`src/verilog/clock_ctrl_pkg.sv`:
```
// constants, field layouts and carrier types for the clock control block
package clock_ctrl_pkg;
  // register byte offsets
  localparam logic [7:0] OFF_OSC_CTRL = 8'h20;
  localparam logic [7:0] OFF_MAIN_FREQ_MEASURE = 8'h24;
  localparam logic [7:0] OFF_PLL_CONFIG = 8'h2C;
  localparam logic [7:0] OFF_MASTER_CLOCK_CONFIG = 8'h30;
  localparam logic [7:0] OFF_PROG_CLOCK0 = 8'h40;
  localparam logic [7:0] OFF_PROG_CLOCK1 = 8'h44;
  localparam logic [7:0] OFF_PROG_CLOCK2 = 8'h48;
  localparam logic [7:0] OFF_IRQ_ENABLE = 8'h60;
  localparam logic [7:0] OFF_IRQ_DISABLE = 8'h64;
  localparam logic [7:0] OFF_CLOCK_STATUS = 8'h68;
  localparam logic [7:0] OFF_IRQ_MASK = 8'h6C;
  // status / enable / mask bit positions
  localparam int BIT_OSC = 0;
  localparam int BIT_LOCK = 2;
  localparam int BIT_MCK = 3;
  localparam int BIT_PCK0 = 8;
  localparam logic [31:0] IRQ_BITS = 32'h0000_070D;
  // oscillator control field positions
  localparam int BIT_OSC_ON = 0;
  localparam int BIT_OSC_SKIP = 1;
  localparam int POS_OSC_TIME = 8;
  // measurement register layout
  localparam int BIT_MEAS_VALID = 16;
  // timing counts
  localparam logic [4:0] MEAS_SLOW_PERIODS = 5'h10;
  localparam int OSC_TIME_SHIFT = 3;
  localparam logic [1:0] SETTLE_EDGES = 2'h2;
  // reset values
  localparam logic [31:0] PLL_CONFIG_RESET = 32'h0000_3F10;
  localparam logic [4:0] CLK_CONFIG_RESET = 5'h00;
  // clock source, divider and usb divider codes, and channel count
  localparam logic [1:0] SRC_SLOW = 2'h0;
  localparam logic [1:0] SRC_MAIN = 2'h1;
  localparam logic [1:0] SRC_NONE = 2'h2;
  localparam logic [1:0] SRC_PLL = 2'h3;
  localparam logic [2:0] CLOCK_DIVIDE_SEL_NONE = 3'h7;
  localparam logic [1:0] USB_DIV_NONE = 2'h3;
  localparam int NUM_CLK = 4;

  typedef struct packed {
    logic [1:0] zero_hi;
    logic [1:0] usb_clock_divide;
    logic zero_mid;
    logic [10:0] pll_factor;
    logic [1:0] freq_range;
    logic [5:0] pll_settle_cycles;
    logic [7:0] in_divide;
  } pll_cfg_t;

  typedef struct packed {
    logic [2:0] clock_divide_sel;
    logic [1:0] source_sel;
  } clk_cfg_t;
endpackage
```
`src/verilog/clock_ctrl.sv`:
```
// clock generator and master clock control block with apb register access
`timescale 1ns/10ps
module clock_ctrl (
  input wire logic pclk,
  input wire logic presetn,
  input wire logic psel,
  input wire logic penable,
  input wire logic pwrite,
  input wire logic [7:0] paddr,
  input wire logic [31:0] pwdata,
  output logic [31:0] prdata,
  output logic pready,
  output logic pslverr,
  input wire logic slow_clk_in,
  input wire logic main_clk_in,
  input wire logic pll_clk_in,
  output logic osc_on,
  output logic osc_bypass,
  output logic pll_ref_out,
  output logic pll_on,
  output logic [10:0] pll_factor_out,
  output logic [1:0] pll_range_out,
  output logic usb_clk_out,
  output logic mck_out,
  output logic [2:0] pck_out,
  output logic irq
);

  typedef enum logic [1:0] {
    MS_IDLE = 2'b00,
    MS_SYNC = 2'b01,
    MS_COUNT = 2'b10,
    MS_DONE = 2'b11
  } meas_state_t;

  logic [31:0] osc_ctrl;
  clock_ctrl_pkg::pll_cfg_t pll_cfg;
  clock_ctrl_pkg::clk_cfg_t clk_cfg [clock_ctrl_pkg::NUM_CLK];
  logic [31:0] irq_en;
  logic [2:0] slow_sync, main_sync, pll_sync;
  logic slow_rise, main_rise, pll_rise;
  logic osc_stable;
  logic [10:0] osc_cnt;
  logic osc_on_q;
  logic lock, lock_busy;
  logic [5:0] lock_cnt;
  meas_state_t meas_state;
  logic [4:0] meas_slow;
  logic [15:0] meas_cnt, main_cycle_count;
  logic measure_valid_flag;
  logic [7:0] ref_cnt;
  logic [1:0] usb_cnt;
  logic [clock_ctrl_pkg::NUM_CLK-1:0] clk_ok, clk_q, clk_wr;
  logic [31:0] status_word, mask_word, read_word;
  logic wr_acc, rd_setup, addr_ok, pll_wr;

  //////////////////////////////////////////////////////////////////////////
  // apb slave: zero wait states, read data captured in the setup cycle
  assign pready = 1'b1;
  assign wr_acc = psel && penable && pwrite;
  assign rd_setup = psel && !penable && !pwrite;
  assign pll_wr = wr_acc && paddr == clock_ctrl_pkg::OFF_PLL_CONFIG;

  // register decode for reads, and whether the address is mapped at all
  always_comb begin
    read_word = 32'h0000_0000;
    addr_ok = 1'b1;
    case (paddr)
      clock_ctrl_pkg::OFF_OSC_CTRL: read_word = osc_ctrl;
      clock_ctrl_pkg::OFF_MAIN_FREQ_MEASURE: read_word = {15'h0000, measure_valid_flag,
                                                          main_cycle_count};
      clock_ctrl_pkg::OFF_PLL_CONFIG: read_word = pll_cfg;
      clock_ctrl_pkg::OFF_MASTER_CLOCK_CONFIG: read_word = {27'h0, clk_cfg[0]};
      clock_ctrl_pkg::OFF_PROG_CLOCK0: read_word = {27'h0, clk_cfg[1]};
      clock_ctrl_pkg::OFF_PROG_CLOCK1: read_word = {27'h0, clk_cfg[2]};
      clock_ctrl_pkg::OFF_PROG_CLOCK2: read_word = {27'h0, clk_cfg[3]};
      clock_ctrl_pkg::OFF_IRQ_ENABLE: read_word = 32'h0000_0000;
      clock_ctrl_pkg::OFF_IRQ_DISABLE: read_word = 32'h0000_0000;
      clock_ctrl_pkg::OFF_CLOCK_STATUS: read_word = status_word;
      clock_ctrl_pkg::OFF_IRQ_MASK: read_word = mask_word;
      default: addr_ok = 1'b0;
    endcase
  end

  // read data and error flag come from flops, held through the access phase
  always_ff @(posedge pclk or negedge presetn) begin
    if (!presetn) begin
      prdata <= 32'h0000_0000;
      pslverr <= 1'b0;
    end else if (psel && !penable) begin
      prdata <= rd_setup ? read_word : 32'h0000_0000;
      pslverr <= !addr_ok;
    end
  end

  // status and mask words share one layout
  assign status_word = {21'h0, clk_ok[3:1], 4'h0, clk_ok[0], lock, 1'b0, osc_stable};
  assign mask_word = ~irq_en & clock_ctrl_pkg::IRQ_BITS;

  //////////////////////////////////////////////////////////////////////////
  // interrupt enables: set and clear registers never touch unwritten bits
  always_ff @(posedge pclk or negedge presetn) begin
    if (!presetn) begin
      irq_en <= 32'h0000_0000;
    end else if (wr_acc && paddr == clock_ctrl_pkg::OFF_IRQ_ENABLE) begin
      irq_en <= irq_en | (pwdata & clock_ctrl_pkg::IRQ_BITS);
    end else if (wr_acc && paddr == clock_ctrl_pkg::OFF_IRQ_DISABLE) begin
      irq_en <= irq_en & ~pwdata;
    end
  end

  // level interrupt: status flags are live levels, so nothing is sticky
  always_ff @(posedge pclk or negedge presetn) begin
    if (!presetn) begin
      irq <= 1'b0;
    end else begin
      irq <= |(status_word & irq_en);
    end
  end

  //////////////////////////////////////////////////////////////////////////
  // configuration registers; reserved bits are dropped on write
  always_ff @(posedge pclk or negedge presetn) begin
    if (!presetn) begin
      osc_ctrl <= 32'h0000_0000;
      pll_cfg <= clock_ctrl_pkg::PLL_CONFIG_RESET;
    end else if (wr_acc) begin
      if (paddr == clock_ctrl_pkg::OFF_OSC_CTRL) begin
        osc_ctrl <= pwdata & 32'h0000_FF03;
      end
      if (pll_wr) begin
        pll_cfg <= pwdata & 32'h37FF_FFFF;
      end
    end
  end

  // analog controls; range is passed as written, software keeps it legal
  always_ff @(posedge pclk or negedge presetn) begin
    if (!presetn) begin
      osc_on <= 1'b0;
      osc_bypass <= 1'b0;
      pll_on <= 1'b0;
      pll_factor_out <= 11'h000;
      pll_range_out <= 2'h0;
    end else begin
      osc_on <= osc_ctrl[clock_ctrl_pkg::BIT_OSC_ON];
      osc_bypass <= osc_ctrl[clock_ctrl_pkg::BIT_OSC_SKIP];
      pll_on <= pll_cfg.pll_factor != 11'h000 && pll_cfg.in_divide != 8'h00;
      pll_factor_out <= pll_cfg.pll_factor;
      pll_range_out <= pll_cfg.freq_range;
    end
  end

  //////////////////////////////////////////////////////////////////////////
  // synchronisers and edge detect; the edge logic compares stage two with stage three
  always_ff @(posedge pclk or negedge presetn) begin
    if (!presetn) begin
      slow_sync <= 3'h0;
      main_sync <= 3'h0;
      pll_sync <= 3'h0;
    end else begin
      slow_sync <= {slow_sync[1:0], slow_clk_in};
      main_sync <= {main_sync[1:0], main_clk_in};
      pll_sync <= {pll_sync[1:0], pll_clk_in};
    end
  end

  assign slow_rise = slow_sync[1] && !slow_sync[2];
  assign main_rise = main_sync[1] && !main_sync[2];
  assign pll_rise = pll_sync[1] && !pll_sync[2];

  //////////////////////////////////////////////////////////////////////////
  // oscillator start-up: eight slow cycles per unit of the time field
  always_ff @(posedge pclk or negedge presetn) begin
    if (!presetn) begin
      osc_on_q <= 1'b0;
      osc_cnt <= 11'h000;
      osc_stable <= 1'b0;
    end else begin
      osc_on_q <= osc_ctrl[clock_ctrl_pkg::BIT_OSC_ON];
      if (osc_ctrl[clock_ctrl_pkg::BIT_OSC_SKIP]) begin
        osc_stable <= 1'b1;
      end else if (!osc_ctrl[clock_ctrl_pkg::BIT_OSC_ON]) begin
        osc_stable <= 1'b0;
      end else if (!osc_on_q) begin
        osc_cnt <= {osc_ctrl[15:8], 3'h0};
        osc_stable <= 1'b0;
      end else if (osc_cnt == 11'h000) begin
        osc_stable <= 1'b1;
      end else if (slow_rise) begin
        osc_cnt <= osc_cnt - 11'h001;
      end
    end
  end

  //////////////////////////////////////////////////////////////////////////
  // pll lock timer: every write restarts it, whatever changed
  always_ff @(posedge pclk or negedge presetn) begin
    if (!presetn) begin
      lock <= 1'b0;
      lock_busy <= 1'b0;
      lock_cnt <= 6'h00;
    end else if (pll_wr) begin
      lock <= 1'b0;
      lock_busy <= 1'b1;
      lock_cnt <= pwdata[13:8];
    end else if (!pll_on) begin
      lock <= 1'b0;
    end else if (lock_busy && lock_cnt == 6'h00) begin
      lock <= 1'b1;
      lock_busy <= 1'b0;
    end else if (lock_busy && slow_rise) begin
      lock_cnt <= lock_cnt - 6'h01;
    end
  end

  //////////////////////////////////////////////////////////////////////////
  // pll input divider on the main clock; odd ratios above one give uneven duty
  always_ff @(posedge pclk or negedge presetn) begin
    if (!presetn) begin
      ref_cnt <= 8'h00;
      pll_ref_out <= 1'b0;
    end else if (pll_cfg.in_divide == 8'h00) begin
      ref_cnt <= 8'h00;
      pll_ref_out <= 1'b0;
    end else if (pll_cfg.in_divide == 8'h01) begin
      pll_ref_out <= main_sync[1];
    end else if (main_rise) begin
      ref_cnt <= (ref_cnt >= pll_cfg.in_divide - 8'h01) ? 8'h00 : ref_cnt + 8'h01;
      pll_ref_out <= ref_cnt < {1'b0, pll_cfg.in_divide[7:1]};
    end
  end

  // usb clock divider on the pll clock
  always_ff @(posedge pclk or negedge presetn) begin
    if (!presetn) begin
      usb_cnt <= 2'h0;
      usb_clk_out <= 1'b0;
    end else begin
      if (pll_rise) begin
        usb_cnt <= usb_cnt + 2'h1;
      end
      case (pll_cfg.usb_clock_divide)
        2'h0: usb_clk_out <= pll_sync[1];
        2'h1: usb_clk_out <= usb_cnt[0];
        2'h2: usb_clk_out <= usb_cnt[1];
        default: usb_clk_out <= 1'b0;
      endcase
    end
  end

  //////////////////////////////////////////////////////////////////////////
  // main clock measurement over sixteen slow clock periods
  always_ff @(posedge pclk or negedge presetn) begin
    if (!presetn) begin
      meas_state <= MS_IDLE;
      meas_slow <= 5'h00;
      meas_cnt <= 16'h0000;
      main_cycle_count <= 16'h0000;
      measure_valid_flag <= 1'b0;
    end else if (!osc_ctrl[clock_ctrl_pkg::BIT_OSC_ON]
                 && !osc_ctrl[clock_ctrl_pkg::BIT_OSC_SKIP]) begin
      meas_state <= MS_IDLE;
      measure_valid_flag <= 1'b0;
    end else begin
      case (meas_state)
        MS_IDLE: begin
          meas_state <= MS_SYNC;
        end
        MS_SYNC: begin
          if (slow_rise) begin
            meas_state <= MS_COUNT;
            meas_slow <= 5'h00;
            meas_cnt <= 16'h0000;
          end
        end
        MS_COUNT: begin
          if (main_rise && meas_cnt != 16'hFFFF) begin
            meas_cnt <= meas_cnt + 16'h0001;
          end
          if (slow_rise) begin
            meas_slow <= meas_slow + 5'h01;
            if (meas_slow + 5'h01 == clock_ctrl_pkg::MEAS_SLOW_PERIODS) begin
              meas_state <= MS_DONE;
            end
          end
        end
        MS_DONE: begin
          main_cycle_count <= meas_cnt;
          measure_valid_flag <= 1'b1;
        end
        default: meas_state <= MS_IDLE;
      endcase
    end
  end

  //////////////////////////////////////////////////////////////////////////
  // clock config registers: channel 0 is the master clock, 1..3 programmable
  assign clk_wr[0] = wr_acc && paddr == clock_ctrl_pkg::OFF_MASTER_CLOCK_CONFIG;
  assign clk_wr[1] = wr_acc && paddr == clock_ctrl_pkg::OFF_PROG_CLOCK0;
  assign clk_wr[2] = wr_acc && paddr == clock_ctrl_pkg::OFF_PROG_CLOCK1;
  assign clk_wr[3] = wr_acc && paddr == clock_ctrl_pkg::OFF_PROG_CLOCK2;
  assign mck_out = clk_q[0];
  assign pck_out = clk_q[3:1];

  // each channel: source mux, power-of-two prescaler, ready after settling
  for (genvar ch = 0; ch < clock_ctrl_pkg::NUM_CLK; ch++) begin : g_clk
    logic src_lvl, src_rise;
    logic [5:0] div_cnt;
    logic [1:0] settle;
    clock_ctrl_pkg::clk_cfg_t cfg;
    logic q, ok;

    // per-channel flops feed the shared vectors, so every bit keeps a single driver
    assign clk_cfg[ch] = cfg;
    assign clk_q[ch] = q;
    assign clk_ok[ch] = ok;

    always_comb begin
      case (clk_cfg[ch].source_sel)
        clock_ctrl_pkg::SRC_SLOW: begin
          src_lvl = slow_sync[1];
          src_rise = slow_rise;
        end
        clock_ctrl_pkg::SRC_MAIN: begin
          src_lvl = main_sync[1];
          src_rise = main_rise;
        end
        clock_ctrl_pkg::SRC_PLL: begin
          src_lvl = pll_sync[1];
          src_rise = pll_rise;
        end
        default: begin
          src_lvl = 1'b0;
          src_rise = 1'b0;
        end
      endcase
    end

    always_ff @(posedge pclk or negedge presetn) begin
      if (!presetn) begin
        cfg <= clock_ctrl_pkg::CLK_CONFIG_RESET;
      end else if (clk_wr[ch]) begin
        cfg <= pwdata[4:0];
      end
    end

    // div_cnt bit n-1 toggles at 1/2^n of the source
    always_ff @(posedge pclk or negedge presetn) begin
      if (!presetn) begin
        div_cnt <= 6'h00;
        q <= 1'b0;
      end else begin
        if (src_rise) begin
          div_cnt <= div_cnt + 6'h01;
        end
        if (clk_cfg[ch].clock_divide_sel == 3'h0) begin
          q <= src_lvl;
        end else if (clk_cfg[ch].clock_divide_sel == clock_ctrl_pkg::CLOCK_DIVIDE_SEL_NONE) begin
          q <= 1'b0;
        end else begin
          q <= div_cnt[clk_cfg[ch].clock_divide_sel - 3'h1];
        end
      end
    end

    // a change drops ready until two source edges have passed
    always_ff @(posedge pclk or negedge presetn) begin
      if (!presetn) begin
        settle <= 2'h0;
        ok <= (ch == 0);
      end else if (clk_wr[ch]) begin
        settle <= 2'h0;
        ok <= 1'b0;
      end else if (clk_cfg[ch].source_sel == clock_ctrl_pkg::SRC_NONE
                   || clk_cfg[ch].clock_divide_sel == clock_ctrl_pkg::CLOCK_DIVIDE_SEL_NONE) begin
        ok <= 1'b0;
      end else if (settle == clock_ctrl_pkg::SETTLE_EDGES) begin
        ok <= 1'b1;
      end else if (src_rise) begin
        settle <= settle + 2'h1;
      end
    end
  end

  //////////////////////////////////////////////////////////////////////////
  // assertions
  property p_lock_clear;
    @(posedge pclk) disable iff (!presetn) pll_wr |=> !lock;
  endproperty
  a_lock_clear: assert property (p_lock_clear) else $error("lock not cleared by write");

  property p_lock_rise;
    @(posedge pclk) disable iff (!presetn)
      $rose(lock) |-> $past(lock_cnt) == 6'h00 && $past(lock_busy);
  endproperty
  a_lock_rise: assert property (p_lock_rise) else $error("lock set early");

  property p_irq_set;
    @(posedge pclk) disable iff (!presetn)
      wr_acc && paddr == clock_ctrl_pkg::OFF_IRQ_ENABLE && pwdata[0] |=> irq_en[0];
  endproperty
  a_irq_set: assert property (p_irq_set) else $error("enable write lost");

  property p_irq_clr;
    @(posedge pclk) disable iff (!presetn)
      wr_acc && paddr == clock_ctrl_pkg::OFF_IRQ_DISABLE && pwdata[0] |=> !irq_en[0];
  endproperty
  a_irq_clr: assert property (p_irq_clr) else $error("disable write lost");

  property p_mask_read;
    @(posedge pclk) disable iff (!presetn)
      rd_setup && paddr == clock_ctrl_pkg::OFF_IRQ_MASK |=> prdata[3] == !irq_en[3];
  endproperty
  a_mask_read: assert property (p_mask_read) else $error("mask read wrong");

  property p_osc_rise;
    @(posedge pclk) disable iff (!presetn)
      $rose(osc_stable) |-> osc_ctrl[1] || $past(osc_cnt) == 11'h000;
  endproperty
  a_osc_rise: assert property (p_osc_rise) else $error("oscillator stable early");

  property p_meas_off;
    @(posedge pclk) disable iff (!presetn)
      (osc_ctrl[1:0] == 2'h0) [*2] |-> !measure_valid_flag;
  endproperty
  a_meas_off: assert property (p_meas_off) else $error("valid with oscillator off");

  property p_ref_zero;
    @(posedge pclk) disable iff (!presetn)
      (pll_cfg.in_divide == 8'h00) [*2] |-> !pll_ref_out;
  endproperty
  a_ref_zero: assert property (p_ref_zero) else $error("divider zero drives clock");

  property p_irq_out;
    @(posedge pclk) disable iff (!presetn)
      |(status_word & irq_en) |=> irq;
  endproperty
  a_irq_out: assert property (p_irq_out) else $error("interrupt not raised");
endmodule

```
`config.mk`:
```
export PLATFORM = sky130hd
export DESIGN_NAME = clock_ctrl
export DESIGN_NICKNAME = d
export VERILOG_FILES = /design/src/verilog/clock_ctrl_pkg.sv /design/src/verilog/clock_ctrl.sv
export SDC_FILE = /design/constraint.sdc
export NUM_CORES = 1
export LEC_CHECK = 0
export BUFFER_PORTS_ARGS = -buffer_cell sky130_fd_sc_hd__buf_2
export CAP_MARGIN = 20
export CORE_UTILIZATION = 31
export CTS_BUF_LIST = sky130_fd_sc_hd__clkbuf_2 sky130_fd_sc_hd__clkbuf_4 sky130_fd_sc_hd__clkbuf_8
export DETAILED_ROUTE_END_ITERATION = 10
export GPL_TIMING_DRIVEN = 0
export SKIP_CTS_REPAIR_TIMING = 1
export SYNTH_ARGS = -nofsm -noshare
export SYNTH_HDL_FRONTEND = slang
export SYNTH_SLANG_ARGS = --single-unit
```
`constraint.sdc`:
```
create_clock -name pclk -period 3.25 [get_ports pclk]
set_input_delay 0.325 -clock pclk [delete_from_list [all_inputs] [get_ports pclk]]
set_output_delay 0.325 -clock pclk [all_outputs]
set_load 0.03 [all_outputs]
```
# ---- Word level (Yosys, flattened, before mapping)
# Cells that the tools add are included.
dict set report word_totals {
  out_inout_bits 57
  wordCells 321
  regBits 262
  inputBits 48
}
dict set report classes {
  n_addsub 19
  mux 95
  reduce_logical 79
  magnitude_cmp 6
  bitwise_logic 7
  eq_ne 59
}
# cell n
set op_table {}
lappend op_table {{one-hot mux 30 bit (9 select lines)} 1}
lappend op_table {{two-way mux 32 bit} 3}
lappend op_table {{equality test 8 x 7 -> 1 bit, second input constant} 7}
lappend op_table {{two-way mux 1 bit} 40}
lappend op_table {{two-way mux 2 bit} 20}
lappend op_table {{two-way mux 11 bit} 3}
lappend op_table {{bitwise AND 11 x 32 -> 32 bit} 1}
lappend op_table {{bitwise AND 32 bit} 1}
lappend op_table {{equality test 8 x 6 -> 1 bit, second input constant} 4}
lappend op_table {{two-way mux 16 bit} 2}
lappend op_table {{two-way mux 8 bit} 4}
lappend op_table {{NOT 32 bit} 1}
lappend op_table {{bitwise OR 32 x 11 -> 32 bit} 1}
lappend op_table {{one-hot mux 16 bit (2 select lines)} 1}
lappend op_table {{OR reduction 32 bit} 1}
lappend op_table {{equality test 2 bit, second input constant} 15}
lappend op_table {{inequality test 2 bit, second input constant} 15}
lappend op_table {{one-hot mux 1 bit (3 select lines)} 9}
lappend op_table {{adder 6 x 1 -> 6 bit, second input constant} 4}
lappend op_table {{two-way mux 6 bit} 4}
lappend op_table {{nonzero test 2 bit} 11}
lappend op_table {{logical AND 1 bit} 19}
lappend op_table {{adder 16 x 1 -> 16 bit, second input constant} 1}
lappend op_table {{less-than comparator 3 x 4 -> 1 bit, second input constant} 4}
lappend op_table {{other kinds (38)} 93}

# ---- Logic depth before layout (Yosys ltp)
dict set report depth {
  depth_word 7
  mapped_depth 10
  ltp_nobuf 10
}

# ---- Worst setup path after synthesis
# OpenSTA, ideal clock, no wires.
dict set report synth_timing {
  path_type {register to register}
  startpoint {register pll_cfg[5] (netlist bit)}
  endpoint {register ref_cnt[4]}
  arrival_ns 2.184
  path_stages_with_launch 8
  period_less_slack_ns 2.300
  t_required_ns 3.134
  n_path_buf 0
  setup_ns 0.116
  slack_ns 0.950
  cell_sequence {dfrtp_1 > nor4_4 > nand4_1 > xnor2_1 > ha_1 > a211oi_4 > nand3_1 > o311ai_0}
}
dict set report synth_between {
  elab_chain_cells 6
  word_cells_on_any_way 11
  classes_between {add/sub: 1; order compare: 1; eq/ne: 2; mux: 4; reduce/logical: 3}
}
# element line_no
set synth_lines {}
lappend synth_lines {{start: declaration} clock_ctrl.sv:37} ;# clock_ctrl_pkg::pll_cfg_t pll_cfg;
lappend synth_lines {{start signal: assignment} clock_ctrl.sv:126} ;# pll_cfg <= clock_ctrl_pkg::PLL_CONFIG_RESET;
lappend synth_lines {{start signal: assignment} clock_ctrl.sv:132} ;# pll_cfg <= pwdata & 32'h37FF_FFFF;
lappend synth_lines {{subtractor 8 x 1 -> 8 bit} clock_ctrl.sv:229} ;# ref_cnt <= (ref_cnt >= pll_cfg.in_divide - 8'h01) ? 8'h00 : ref_cnt + 8'h01;
lappend synth_lines {{>= comparator 8 bit} clock_ctrl.sv:229}
lappend synth_lines {{two-way mux 8 bit} clock_ctrl.sv:229}
lappend synth_lines {{two-way mux 8 bit} clock_ctrl.sv:228} ;# end else if (main_rise) begin
lappend synth_lines {{two-way mux 8 bit} clock_ctrl.sv:226} ;# end else if (pll_cfg.in_divide == 8'h01) begin
lappend synth_lines {{two-way mux 8 bit} clock_ctrl.sv:223} ;# end else if (pll_cfg.in_divide == 8'h00) begin
lappend synth_lines {{end signal: assignment} clock_ctrl.sv:229}
lappend synth_lines {{end: declaration} clock_ctrl.sv:51} ;# logic [7:0] ref_cnt;
# Several ways; a longest one is shown, not always the timed one. The select of a mux whose other input is x is not followed.
# A chain may end at the register's enable or synchronous reset.

# ---- Worst setup path after layout
dict set report layout_timing {
  startpoint {register pll_cfg[5] (netlist bit)}
  endpoint {register ref_cnt[5]}
}
# Same word-level chain as after synthesis.

==> metrics.md <==
| Metric | Value |
|---|---|
| Crit Path Category | flip-flop to flip-flop |
| Peak per-stage delay on the critical path | 0.45 ns |
| Num rows | 71 |
| First-pass GRT wire length | 50.3 mm |
| PwrDens | 568 mW/mm2 |
| First-pass iteration count of the detailed router | 5 |
| Failing checks | hold timing |
| RD Place Congestion | between 0.8 and 0.9 |
| Critical-path cell list | nor4_4 -> nand4_1 -> xnor2_1 -> ha_1 -> a211oi_4 -> nand3_1 -> o311ai_0 |
| WP data required | 3.68 ns |
| DP Wirelength | around 23 mm |
| Crit start category | flip-flop |
| Most common cell in the netlist | dfrtp_1 |
| RSZ-0062 raised after global routing | no |
| Drt initial violations | about 470 |
| Top post-synthesis cells by area | dfrtp_1 48%, nand2_1 5.7%, mux2_2 5.4% |
| Area leader, netlist | dfrtp_1 |
| Layout fillers | ~3800 |
| Leading cell types by count after synthesis | 225 x dfrtp_1, 180 x nand2_1, 56 x mux2_2 |
| Synth warnings | 0 |
| Worst path top cell family by delay | simple AND/OR/NAND/NOR gates |
| Synth cell types | 80 |
| Die Wd | 197 um |
| Area share of the largest cell type after synthesis | 0.478 |
| Initial core utilization | 0.314 |
| Post-synth EDFFs | 0 |
| Non-Filler Cell Area, Final | ~0.014 mm2 |
| CTS tree | yes |
| Worst r2r src | pll_cfg[5]$_DFFE_PN0P_ |
| I/O Pins | 105 |
| R2R Setup Slk | 0.49 ns |
| Syn Inst Count | between 1000 and 1500 |
| Max-cap viol count | 0 |
| Layout Skew | between 0.01 and 0.015 ns |
| Seq cells post-synth | 233 |
| Die area | approximately 0.039 mm2 |
| Worst Max-Slew Pin Slew | approximately 1.1 ns |
| Status | finished with violations |
| Minimum clock period | about 2.8 ns |
| FF-to-FF End | ref_cnt[5]$_DFFE_PN0P_ |
| H-tree levels | 2 |
| Asr flop ratio synth | 1.00 |
| Worst hold path class | primary input to flip-flop |
| Root buffer cell | clkbuf_8 |
| Final setup margin | 0.490 ns |
| Total gr overflow | 0 |
| Final wirelength | roughly 32 mm |
| Vias per cell | between 5 and 6 |
| Post-DRT Antenna Nets | 0 |
| Setup violations, final | 0 |
| Inserted Clock Buffers | 42 |
| Setup crit end | ref_cnt[5]$_DFFE_PN0P_ |
| Total GRT Usage | 0.167 |
| Max-Slew Margin vs Limit | 0.255 |
| Worst EP arrival | ~3.2 ns |
| Worst VDD drop | around 0.23 mV |
| Via count | about 9200 |
| CTS sink cnt | between 200 and 250 |
| Core box area | roughly 0.037 mm2 |
| Worst hold margin | -0.0132 ns |
| Routed length per instance | roughly 18 um |
| # diodes | 0 |
| # DRC | 0 |
| Average size of a mapped cell | 10.6 um2 |
| Synth Flop Type | dfrtp_1 |
| Total power | a little over 8 mW |
| Register area share after synthesis | 0.496 |
| Initial antenna violation count | 0 |
| Largest net degree at the start of global routing | 110 |
| Core Util, Final | 0.378 |
| Worst path bufs/invs | 0 |
| Achievable frequency | about 360 MHz |
| Critical path depth | 7 |
| Crit-path slowest cell | dfrtp_1 |
| Final worst-path cycle share | 0.849 |
| Clock Latency Late Sink | about 0.56 ns |
| Setup crit end kind | flip-flop |
| DIE HEIGHT | a little under 200 um |
| Final hold violation count | 2 |
| Layout cell share with drive strength beyond 1 | 0.223 |
| I/O Buffers | 95 |
| Layout area overhead | 20.3% |
| Synthesized area | ~0.012 mm2 |
| Pre-CTS setup slack | approximately 0.54 ns |
| Clk buf depth | 3 |
| Post-layout net count | roughly 1400 |
| CP startpoint | pll_cfg[5]$_DFFE_PN0P_ |
| Worst hold path stage count | 3 |
| Crit Path Max Fanout | 7 |
| R2R cell count | 7 |
| Reg clk slew, reported paths | about 0.06 ns |
| Cell leakage power | between 6 and 7 nW |
| Pins Over Slew Limit | 0 |
| DP Area | about 0.013 mm2 |
| Vias in the first global route | between 8000 and 9000 |
cells in the final DEF (no fill, tap or decap), types with 9 or more instances in the layout:
| master | n |
|---|---|
| nor3_1 | 10 |
| mux2i_1 | 38 |
| inv_1 | 38 |
| nor2b_1 | 15 |
| nand4_1 | 22 |
| clkbuf_8 | 53 |
| mux2_2 | 56 |
| nand2b_1 | 16 |
| a32oi_1 | 9 |
| and3_1 | 11 |
| dfrtp_1 | 225 |
| nand3_1 | 29 |
| nand2_1 | 180 |
| clkbuf_1 | 20 |
| o21ai_0 | 53 |
| nor2_1 | 45 |
| xor2_1 | 16 |
| ha_1 | 47 |
| a21oi_1 | 21 |
| xnor2_1 | 29 |
| nor4_1 | 11 |
| a22o_1 | 18 |
| o22ai_1 | 9 |
| dlygate4sd3_1 | 18 |
| buf_2 | 108 |
| clkbuf_4 | 9 |
metrics by stage:
stage,TNS [ns],std cells
2_1_floorplan,0,1110
3_3_place_gp,-526.17,1716
3_5_place_dp,0,1718
4_1_cts,0,1794
5_1_grt,0,1812
6_report,0,1812
worst min-delay path: cells and delay by family:
family | cells | cell delay (ns)
AO/OA/AOI/OAI | 1 | 0.06
AND/OR/NAND/NOR | 1 | 0.03
buffers and inverters | 1 | 0.08
sequential cells by signal, indices dropped and copies added (netlist names), 3 cells and up, named ones only:
| signal | flops |
|---|---|
| main_cycle_count | 16 |
| g_clk.settle | 8 |
| clk_cfg | 20 |
| pll_factor_out | 11 |
| main_sync | 3 |
| slow_sync | 3 |
| meas_slow | 5 |
| pll_sync | 3 |
| lock_cnt | 6 |
| prdata | 29 |
| g_clk.q | 3 |
| meas_cnt | 16 |
| osc_cnt | 11 |
| osc_ctrl | 10 |
| g_clk.ok | 4 |
| pll_cfg | 29 |
| ref_cnt | 8 |
| g_clk.div_cnt | 24 |
how the worst min path moves through the flow:
| stage | start | to | slack [ns] |
|---|---|---|---|
| after global placement | slow_sync[0]$_DFF_PN0_ | slow_sync[1]$_DFF_PN0_ | 0.34 |
| after CTS | presetn | prdata[13]$_DFFE_PN0P_ | -0.39 |
| final | pwdata[7] | pll_cfg[7]$_DFFE_PN0P_ | -0.01 |
| after floorplan | presetn | asynchronous set/reset pin | 0.03 |
| after detailed placement | presetn | g_clk[0].div_cnt[3]$_DFFE_PN0P_ | 0.20 |
| after global routing | pwdata[5] | pll_cfg[5]$_DFFE_PN0P_ | 0.002 |
final cells by class:
cell class / count / area, um2 / area share
timing repair buffer: 115 / 721 / 0.0509
multi-input combinational: 795 / 5590 / 0.394
inverter: 38 / 143 / 0.0101
clock buffer: 62 / 797 / 0.0563
tap: 511 / 639 / 0.0451
buffer: 44 / 213 / 0.0150
clock inverter: 14 / 223 / 0.0157
sequential: 233 / 5840 / 0.412
logic make-up after synthesis:
logic type / synth area share
xor+xnor: 0.0335
flops: 0.496
buf+inv: 0.0302
simple gates: 0.173
other cells: 0.000638
fa+ha+maj: 0.0499
mux: 0.0935
compound gates: 0.123
metal layers:
| metal | GRT usage | share of wire | up-vias |
|---|---|---|---|
| met2 | 0.262 | 0.45 | 226 |
| met5 | 0 | 0 | - |
| met3 | 0.0305 | 0.050 | 67 |
| li1 | - | - | 4318 |
| met1 | 0.231 | 0.47 | 4555 |
| met4 | 0.0551 | 0.027 | 0 |
where the power goes:
| group | leakage [nW] | internal (mW) | total [mW] | switching (mW) |
|---|---|---|---|---|
| Sequential | 3.01 | 3.21 | 3.52 | 0.314 |
| Combinational | 3.15 | 0.574 | 1.22 | 0.643 |
| Clock | 0.535 | 2.05 | 3.31 | 1.26 |
| Total | 6.69 | 5.83 | 8.05 | 2.22 |
(Power assumes the default switching activity.)
